## config.mk

```make
export PLATFORM = sky130hd
export DESIGN_NAME = timer_pair
export DESIGN_NICKNAME = d
export VERILOG_FILES = /design/src/verilog/timer_pair_pkg.sv /design/src/verilog/edge_filter.sv /design/src/verilog/timer_pair.sv
export SDC_FILE = /design/constraint.sdc
export NUM_CORES = 1
export LEC_CHECK = 0
export ABC_AREA = 1
export BUFFER_PORTS_ARGS = -buffer_cell sky130_fd_sc_hd__buf_2
export CAP_MARGIN = 20
export CORE_ASPECT_RATIO = 1.5
export CORE_MARGIN = 8
export CORE_UTILIZATION = 30
export CTS_BUF_LIST = sky130_fd_sc_hd__clkbuf_8
export CTS_CLUSTER_SIZE = 28
export DETAILED_ROUTE_END_ITERATION = 6
export SYNTH_ARGS = -nofsm -noshare
export SYNTH_HDL_FRONTEND = slang
export SYNTH_SLANG_ARGS = --single-unit
```

## constraint.sdc

```tcl
create_clock -name CLK -period 5.4 [get_ports CLK]
set_clock_uncertainty 0.2 [all_clocks]
set_input_delay 0.54 -clock CLK [delete_from_list [all_inputs] [get_ports CLK]]
set_output_delay 0.54 -clock CLK [all_outputs]
set_load 0.005 [all_outputs]
```

## src/verilog/timer_pair_pkg.sv

```systemverilog
// Constants, field layouts and types for the dual timer and edge block
// Overview of operation
// - Transmit combines short and long outputs via logic field
// - Demodulation uses logic field as edge polarity select
// - Submode picks alternating or normal; normal ends alternating
// - Submode 10 forces long output low, 11 high
// - Demodulation uses submode as glitch filter width
// - Short timer start sets output to its initial level
// - Disabled short timer holds inverse of initial level
// - Rising edge sets flag; writing one clears it
// - Long start sets initial level, only normal/alternating
// - Disabled long timer holds inverse of initial level, except in submodes 10 and 11
// - Falling edge sets flag; writing one clears it
// - Filtered edge detector watches one of two pins
package timer_pair_pkg;

  //////////////////////////////////////////////////////////////////////////
  // Register indices; byte address is four times the index
  localparam logic [5:0] IDX_MODE_CTL       = 6'h01;
  localparam logic [5:0] IDX_LONG_CTL       = 6'h02;
  localparam logic [5:0] IDX_AUX_CTL        = 6'h03;
  localparam logic [5:0] IDX_SHORT_RELOAD   = 6'h04;
  localparam logic [5:0] IDX_LONG_RELOAD_LO = 6'h05;
  localparam logic [5:0] IDX_LONG_RELOAD_HI = 6'h06;
  localparam logic [5:0] IDX_STATUS         = 6'h07;

  //////////////////////////////////////////////////////////////////////////
  // Field positions
  localparam int MODE_BIT       = 7;  // 0 transmit, 1 demodulation
  localparam int PIN_SEL_BIT    = 6;  // 0 pin a, 1 pin b
  localparam int LOGIC_HI       = 5;
  localparam int LOGIC_LO       = 4;
  localparam int SUB_HI         = 3;
  localparam int SUB_LO         = 2;
  localparam int INIT_SHORT_BIT = 1;  // Rising flag in demodulation
  localparam int INIT_LONG_BIT  = 0;  // Falling flag in demodulation
  localparam int ENABLE_BIT     = 7;  // Long and aux control

  //////////////////////////////////////////////////////////////////////////
  // Reset values and fixed read values
  localparam logic [7:0]  MODE_CTL_RESET     = 8'h00;
  localparam logic [7:0]  LONG_CTL_RESET     = 8'h00;
  localparam logic [7:0]  SHORT_RELOAD_RESET = 8'h0F;
  localparam logic [15:0] LONG_RELOAD_RESET  = 16'h00FF;
  localparam logic [4:0]  AUX_RESERVED_READ  = 5'h1F;
  localparam logic [31:0] READ_ZERO          = 32'h0000_0000;

  //////////////////////////////////////////////////////////////////////////
  // Submode encodings in transmit mode
  localparam logic [1:0] SUB_NORMAL = 2'h0;
  localparam logic [1:0] SUB_ALT    = 2'h1;
  localparam logic [1:0] SUB_FORCE0 = 2'h2;
  localparam logic [1:0] SUB_FORCE1 = 2'h3;

  // Logic function encodings in transmit mode
  localparam logic [1:0] LF_AND  = 2'h0;
  localparam logic [1:0] LF_OR   = 2'h1;
  localparam logic [1:0] LF_NOR  = 2'h2;
  localparam logic [1:0] LF_NAND = 2'h3;

  // Edge select encodings in demodulation mode
  localparam logic [1:0] EDGE_FALL  = 2'h0;
  localparam logic [1:0] EDGE_RISE  = 2'h1;
  localparam logic [1:0] EDGE_BOTH  = 2'h2;
  localparam logic [1:0] EDGE_BOTH2 = 2'h3;

  // Glitch filter lengths in clock cycles, per submode code
  localparam logic [3:0] GLITCH_LEN0 = 4'h1;
  localparam logic [3:0] GLITCH_LEN1 = 4'h2;
  localparam logic [3:0] GLITCH_LEN2 = 4'h4;
  localparam logic [3:0] GLITCH_LEN3 = 4'h8;

  // Which timer owns the turn in alternating submode
  typedef enum logic {PH_SHORT, PH_LONG} phase_type;

  // Filter length for a given glitch code
  function automatic logic [3:0] glitch_len(input logic [1:0] code);
    unique case (code)
      2'h0: glitch_len = GLITCH_LEN0;
      2'h1: glitch_len = GLITCH_LEN1;
      2'h2: glitch_len = GLITCH_LEN2;
      2'h3: glitch_len = GLITCH_LEN3;
    endcase
  endfunction

endpackage

```

## src/verilog/edge_filter.sv

```systemverilog
// Glitch filter and edge detector for the demodulation input
`timescale 1ns/1ps
module edge_filter (
  input  wire logic       clk,
  input  wire logic       rst,
  input  wire logic       pin_a,
  input  wire logic       pin_b,
  input  wire logic       pin_sel,
  input  wire logic [3:0] filt_len,
  output logic            rise_pulse,
  output logic            fall_pulse
);

  typedef struct packed {
    logic       level;
    logic [3:0] cnt;
    logic       rise;
    logic       fall;
  } filt_state_type;

  filt_state_type s_r;
  filt_state_type s_nxt;
  logic           sample;
  logic [3:0]     cnt_inc;

  //////////////////////////////////////////////////////////////////////////
  // A change is accepted only after it holds for filt_len cycles
  always_comb begin
    s_nxt = s_r;
    s_nxt.rise = 1'b0;
    s_nxt.fall = 1'b0;
    sample = pin_sel ? pin_b : pin_a;
    cnt_inc = s_r.cnt + 4'h1;
    if (sample == s_r.level) begin
      s_nxt.cnt = 4'h0;  // Short pulse dies here
    end else if (cnt_inc >= filt_len) begin
      s_nxt.level = sample;
      s_nxt.cnt = 4'h0;
      s_nxt.rise = sample;
      s_nxt.fall = ~sample;
    end else begin
      s_nxt.cnt = cnt_inc;
    end
  end

  //////////////////////////////////////////////////////////////////////////
  // State register
  always_ff @(posedge clk or posedge rst) begin
    if (rst) begin
      s_r <= '0;
    end else begin
      s_r <= s_nxt;
    end
  end

  assign rise_pulse = s_r.rise;
  assign fall_pulse = s_r.fall;

endmodule

```

## src/verilog/timer_pair.sv

```systemverilog
// Dual timer output logic and demodulation control with Wishbone slave
//
// Design decision made here: the Wishbone slave port.
`timescale 1ns/1ps
module timer_pair (
  input  wire logic        CLK,
  input  wire logic        RST,
  input  wire logic        CYC_I,
  input  wire logic        STB_I,
  input  wire logic        WE_I,
  input  wire logic [7:0]  ADR_I,
  input  wire logic [3:0]  SEL_I,
  input  wire logic [31:0] DAT_I,
  output logic [31:0]      DAT_O,
  output logic             ACK_O,
  input  wire logic        EDGE_INPUT_PIN_A,
  input  wire logic        EDGE_INPUT_PIN_B,
  output logic             SHORT_TIMER_OUTPUT,
  output logic             LONG_TIMER_OUTPUT,
  output logic             TIMER_OUT
);
  import timer_pair_pkg::*;

  //////////////////////////////////////////////////////////////////////////
  // Whole state of the block
  typedef struct packed {
    logic        ack;
    logic [31:0] dat;
    logic [7:2]  mode_ctl;
    logic        init_short;
    logic        init_long;
    logic        rise_flag;
    logic        fall_flag;
    logic [7:0]  long_ctl;
    logic        short_en;
    logic [7:0]  short_reload;
    logic [15:0] long_reload;
    logic [7:0]  short_cnt;
    logic [15:0] long_cnt;
    logic        short_out;
    logic        long_out;
    logic        comb_out;
    logic        short_en_q;
    logic        long_en_q;
    phase_type   phase;
  } state_type;

  state_type  s_r;
  state_type  s_nxt;
  logic       rise_p;
  logic       fall_p;
  logic       transmit;
  logic [1:0] sub;
  logic [1:0] lfun;
  logic       hit;
  logic       wr;
  logic [5:0] idx;
  logic       en_s;
  logic       en_l;
  logic       run_s;
  logic       run_l;
  logic       rise_ok;
  logic       fall_ok;
  logic [7:0] mode_rd;

  //////////////////////////////////////////////////////////////////////////
  // Input edge detector, filter width from the submode field
  edge_filter u_edge (
    .clk        (CLK),
    .rst        (RST),
    .pin_a      (EDGE_INPUT_PIN_A),
    .pin_b      (EDGE_INPUT_PIN_B),
    .pin_sel    (s_r.mode_ctl[PIN_SEL_BIT]),
    .filt_len   (glitch_len(sub)),
    .rise_pulse (rise_p),
    .fall_pulse (fall_p)
  );

  //////////////////////////////////////////////////////////////////////////
  // Decoded control fields
  assign transmit = ~s_r.mode_ctl[MODE_BIT];
  assign sub      = s_r.mode_ctl[SUB_HI:SUB_LO];
  assign lfun     = s_r.mode_ctl[LOGIC_HI:LOGIC_LO];
  assign en_s     = s_r.short_en;
  assign en_l     = s_r.long_ctl[ENABLE_BIT];
  assign idx      = ADR_I[7:2];

  // Each slave cycle is acked once; ack drops the cycle after
  assign hit = CYC_I & STB_I & ~s_r.ack;
  assign wr  = hit & WE_I & SEL_I[0];

  // In demodulation the low two bits show the edge flags
  assign mode_rd = transmit
                 ? {s_r.mode_ctl, s_r.init_short, s_r.init_long}
                 : {s_r.mode_ctl, s_r.rise_flag, s_r.fall_flag};

  // Edge polarity chosen by the shared logic/edge field
  assign rise_ok = (lfun == EDGE_RISE) || (lfun == EDGE_BOTH)
                || (lfun == EDGE_BOTH2);
  assign fall_ok = (lfun == EDGE_FALL) || (lfun == EDGE_BOTH)
                || (lfun == EDGE_BOTH2);

  // Timers run only when enabled and, when alternating, on their turn
  assign run_s = transmit & en_s & s_r.short_en_q
               & ((sub != SUB_ALT) || (s_r.phase == PH_SHORT));
  assign run_l = transmit & en_l & s_r.long_en_q
               & ((sub == SUB_NORMAL)
                  || ((sub == SUB_ALT) && (s_r.phase == PH_LONG)));

  //////////////////////////////////////////////////////////////////////////
  // Next state
  always_comb begin
    s_nxt = s_r;
    s_nxt.ack = hit;
    s_nxt.short_en_q = en_s;
    s_nxt.long_en_q = en_l;

    // Read data is captured with the ack; unmapped reads return zero
    if (hit) begin
      unique case (idx)
        IDX_MODE_CTL:       s_nxt.dat = {24'h0, mode_rd};
        IDX_LONG_CTL:       s_nxt.dat = {24'h0, s_r.long_ctl};
        IDX_AUX_CTL:
          s_nxt.dat = {24'h0, s_r.short_en, 2'h0, AUX_RESERVED_READ};
        IDX_SHORT_RELOAD:   s_nxt.dat = {24'h0, s_r.short_reload};
        IDX_LONG_RELOAD_LO: s_nxt.dat = {24'h0, s_r.long_reload[7:0]};
        IDX_LONG_RELOAD_HI: s_nxt.dat = {24'h0, s_r.long_reload[15:8]};
        IDX_STATUS:
          s_nxt.dat = {28'h0, s_r.comb_out, s_r.long_out,
                       s_r.short_out, s_r.phase == PH_LONG};
        default:            s_nxt.dat = READ_ZERO;
      endcase
    end

    // Register writes; low byte lane carries all fields
    if (wr) begin
      unique case (idx)
        IDX_MODE_CTL: begin
          s_nxt.mode_ctl = DAT_I[7:2];
          if (transmit) begin
            s_nxt.init_short = DAT_I[INIT_SHORT_BIT];
            s_nxt.init_long = DAT_I[INIT_LONG_BIT];
          end else begin
            if (DAT_I[INIT_SHORT_BIT]) begin
              s_nxt.rise_flag = 1'b0;
            end
            if (DAT_I[INIT_LONG_BIT]) begin
              s_nxt.fall_flag = 1'b0;
            end
          end
        end
        IDX_LONG_CTL:       s_nxt.long_ctl = DAT_I[7:0];
        IDX_AUX_CTL:        s_nxt.short_en = DAT_I[ENABLE_BIT];
        IDX_SHORT_RELOAD:   s_nxt.short_reload = DAT_I[7:0];
        IDX_LONG_RELOAD_LO: s_nxt.long_reload[7:0] = DAT_I[7:0];
        IDX_LONG_RELOAD_HI: s_nxt.long_reload[15:8] = DAT_I[7:0];
        default: ;
      endcase
    end

    // Edge flags set after the clear so a same-cycle edge survives
    if (!transmit && rise_p && rise_ok) begin
      s_nxt.rise_flag = 1'b1;
    end
    if (!transmit && fall_p && fall_ok) begin
      s_nxt.fall_flag = 1'b1;
    end

    // Normal submode ends any alternating run
    if (sub != SUB_ALT) begin
      s_nxt.phase = PH_SHORT;
    end

    // Short timer
    if (!en_s) begin
      s_nxt.short_out = ~s_r.init_short;
      s_nxt.short_cnt = s_r.short_reload;
    end else if (transmit && !s_r.short_en_q) begin
      s_nxt.short_out = s_r.init_short;
      s_nxt.short_cnt = s_r.short_reload;
    end else if (run_s) begin
      if (s_r.short_cnt == 8'h00) begin
        s_nxt.short_out = ~s_r.short_out;
        s_nxt.short_cnt = s_r.short_reload;
        if (sub == SUB_ALT) begin
          s_nxt.phase = PH_LONG;
        end
      end else begin
        s_nxt.short_cnt = s_r.short_cnt - 8'h01;
      end
    end

    // Long timer; forcing wins over everything while in transmit
    if (transmit && (sub == SUB_FORCE0)) begin
      s_nxt.long_out = 1'b0;
    end else if (transmit && (sub == SUB_FORCE1)) begin
      s_nxt.long_out = 1'b1;
    end else if (!en_l) begin
      s_nxt.long_out = ~s_r.init_long;
      s_nxt.long_cnt = s_r.long_reload;
    end else if (transmit && !s_r.long_en_q) begin
      s_nxt.long_out = s_r.init_long;
      s_nxt.long_cnt = s_r.long_reload;
    end else if (run_l) begin
      if (s_r.long_cnt == 16'h0000) begin
        s_nxt.long_out = ~s_r.long_out;
        s_nxt.long_cnt = s_r.long_reload;
        if (sub == SUB_ALT) begin
          s_nxt.phase = PH_SHORT;
        end
      end else begin
        s_nxt.long_cnt = s_r.long_cnt - 16'h0001;
      end
    end

    // Combined output from the registered timer outputs
    unique case (lfun)
      LF_AND:  s_nxt.comb_out = s_r.short_out & s_r.long_out;
      LF_OR:   s_nxt.comb_out = s_r.short_out | s_r.long_out;
      LF_NOR:  s_nxt.comb_out = ~(s_r.short_out | s_r.long_out);
      LF_NAND: s_nxt.comb_out = ~(s_r.short_out & s_r.long_out);
    endcase
  end

  //////////////////////////////////////////////////////////////////////////
  // State register with constant reset values
  always_ff @(posedge CLK or posedge RST) begin
    if (RST) begin
      s_r <= '0;
      s_r.mode_ctl <= MODE_CTL_RESET[7:2];
      s_r.init_short <= MODE_CTL_RESET[INIT_SHORT_BIT];
      s_r.init_long <= MODE_CTL_RESET[INIT_LONG_BIT];
      s_r.long_ctl <= LONG_CTL_RESET;
      s_r.short_reload <= SHORT_RELOAD_RESET;
      s_r.long_reload <= LONG_RELOAD_RESET;
      s_r.short_cnt <= SHORT_RELOAD_RESET;
      s_r.long_cnt <= LONG_RELOAD_RESET;
      s_r.short_out <= 1'b1;  // Inverse of reset initial level
      s_r.long_out <= 1'b1;
      s_r.phase <= PH_SHORT;
    end else begin
      s_r <= s_nxt;
    end
  end

  //////////////////////////////////////////////////////////////////////////
  // Outputs straight from flip-flops
  assign DAT_O              = s_r.dat;
  assign ACK_O              = s_r.ack;
  assign SHORT_TIMER_OUTPUT = s_r.short_out;
  assign LONG_TIMER_OUTPUT  = s_r.long_out;
  assign TIMER_OUT          = s_r.comb_out;

endmodule

```

==> impl_metrics.toml <==
[drt]
vias_per_cell = 4.51
postRouteAntennaNets = 0
drcViolationCount = 0
wl_met3_um = 524
drt_pass1_iterations = 4
drt-wirelength-per-cell_um = 14.2
drt_wl_total_um = 14400
vias = 4564
m1WireLength_um = 5690
top_layer = "met4"
drtIter0Drc = 199
dr_wl_met2_um = 7650

[cts]
htreeDepth = 3
cts.sinks = 89
cts_buffers = 9
post_cts_buffers = 0
clkSlewWorstSetupHoldPaths_ns = 0.09
ctsHoldBuffers = 0
cts.path.max_buffers = 2
cts_resized = 0
cts_root_buffer = "clkbuf_8"
insertion_delay_ns = 0.36
cts_tree = "yes"

[setup_path]
slowest_stage = "dfrtp_1"
start_kind = "flip-flop"
crit_required_ns = 5.46
max_stage_delay_ns = 0.60
critPathKind = "reg2reg"
cp-end-kind = "flip-flop"
crit_buf_inv = 1
worstPathCellList = "nor2_2 > nor2_2 > nand2_4 > inv_2 > nand3_1 > nand2_1 > nand2_1"
cp.arrival_ns = 2.33
cp_top_family = "simple AND/OR/NAND/NOR gates"
crit_fanout = 19

[global_route]
track_usage_pct = 12.7
gr-total-overflow = 0
grt_pass1_vias = 4519
grt_max_degree = 55
grt_pass1_wl_um = 23500
antenna_found_initial = 0

[timing]
setup_viol = 0
fin_ws_ns = 3.12
rsz0062_at_grt = "false"
worstMarginPinSlew_ns = 0.694
fin_setup_tns_ns = 0
min_period_ns = 2.28
fin_crit_sh_pct = 42.2
slew_viol_final = 0
hold_viol_final = 0
slew_headroom_pct = 53.7
fmax_mhz = 439

[layout]
final_common_cell = "nand2_1"
nets = 816
fillCellCount = 2075
syn2layout_area_growth_pct = 6.38
antenna_cells = 0
drive_above_1_share_pct = 17.9
mostFrequentLayoutCells = "nand2_1 (196), inv_1 (85), nor2_1 (73), dfrtp_1 (63), nand3_1 (63)"

[die]
dieHeight_um = 184
start_util_pct = 30.4
die_w_um = 128
rows = 61
io_pins = 87
core_area_um2 = 18500
die_area_um2 = 23400

[yosys]
synth_area_um2 = 5610
synthArstFlopShare_pct = 100
yosysUniqueCellTypes = 37
avgSynthCellArea_um2 = 7.60
ys_top_cells_by_area = "dfrtp_1 (28%), nand2_1 (13%), dfstp_2 (12%)"
synthFlopType = "dfrtp_1"
yosysTopAreaCell = "dfrtp_1"
ys_seq_elements = 89
ys_seq_area_share_pct = 40.3
synth_edf_count = 0
yosysWarnings = 0
synth_top_cell_area_share_pct = 28.1
syn_inst = 739

[placement]
dpl.hpwl_um = 11300
place_ws_ns = 3.02
io_buffers = 33
place_congestion = 0.835

[power]
power_density_nw_per_um2 = 378
p_leak_nw = 2.94
peakVddDrop_v = 0.000168

[run]
maxCapViolations = 0

[status]
status = "finished clean"

[min_path]
hp-class = "in2async"
[registers in the layout, summed over array words and instances, names as in the netlist, 2 cells and up]
| name | count |
|---|---|
| u_edge.s_r | 5 |
| s_r | 66 |
| DAT_O | 8 |
| lfun | 2 |
[power breakdown]
part | switching [mW] | internal [mW]
registers | 0.126 | 0.820
clock network | 0.248 | 0.181
logic | 0.570 | 0.311
total | 0.944 | 1.31
[cells in the mapped netlist (all sizes together) (3+ instances only)]
| library cell | count |
|---|---|
| nand3 | 69 |
| nor3 | 3 |
| buf | 50 |
| o211ai | 8 |
| ha | 9 |
| xnor2 | 3 |
| xor2 | 5 |
| a21oi | 21 |
| inv | 91 |
| nand2 | 205 |
| nand4 | 28 |
| dfstp | 26 |
| o21ai | 59 |
| dfrtp | 63 |
| nor2 | 92 |
[per-stage QoR]
step	hold WS (ns)	total power, mW	util (%)	area [um^2]	std cells
after floorplan	0.195	1.63	-	5700	762
after global placement	0.214	1.83	31.3	5790	997
after detailed placement	0.221	1.84	31.3	5790	997
after CTS	0.0388	2.27	32.3	5970	1013
after global routing	0.0791	2.44	32.3	5970	1013
final	0.0251	2.26	32.3	5970	1013
[worst register-to-register path, cell delays in order (launching register included)]
cell	delay, ns
dfrtp_1	0.60
nor2_2	0.12
nor2_2	0.50
nand2_4	0.25
inv_2	0.24
nand3_1	0.12
nand2_1	0.09
nand2_1	0.05
[kinds of logic (layout without fill, tap and decap cells)]
group	after synthesis	after routing	synth area share [%]
buffers and inverters	142	141	13.3
other	1	24	0.0668
and+or+nand+nor	400	400	33.4
adders and majority gates	9	9	2.01
AOI/OAI and AO/OA	90	90	9.67
DFF	89	89	40.3
xor gates and xnor gates	8	8	1.25
[routing by layer]
layer | vias up | track usage [%]
met3 | 26 | 2.06
met5 | - | 0
met4 | 0 | 5.97
met1 | 2114 | 14.2
met2 | 84 | 23.1
li1 | 2340 | -
[final cells by class]
class	instances	area (um^2)	share of cell area [%]
sequential	89	2260	37.8
inverter	91	350	5.87
timing repair buffer	34	173	2.89
clock inverter	6	43.8	0.733
tap	252	315	5.28
multi-input combinational	531	2690	45.1
clock buffer	10	138	2.31
[final timing paths]
path	slack [ns]	start	endpoint	cells after the start
setup / recovery	3.12	s_r[72]	s_r[20]	7
min in group CLK	0.20	DAT_I[1]	s_r[56]	3
hold / removal	0.03	RST	s_r[26]	2
setup reg to reg	3.12	s_r[72]	s_r[20]	7
max in group asynchronous	3.86	RST	DAT_O[6]	3
hold reg to reg	0.24	en_s	s_r[2]	0
Note: power is estimated with default switching activity, not from simulation.
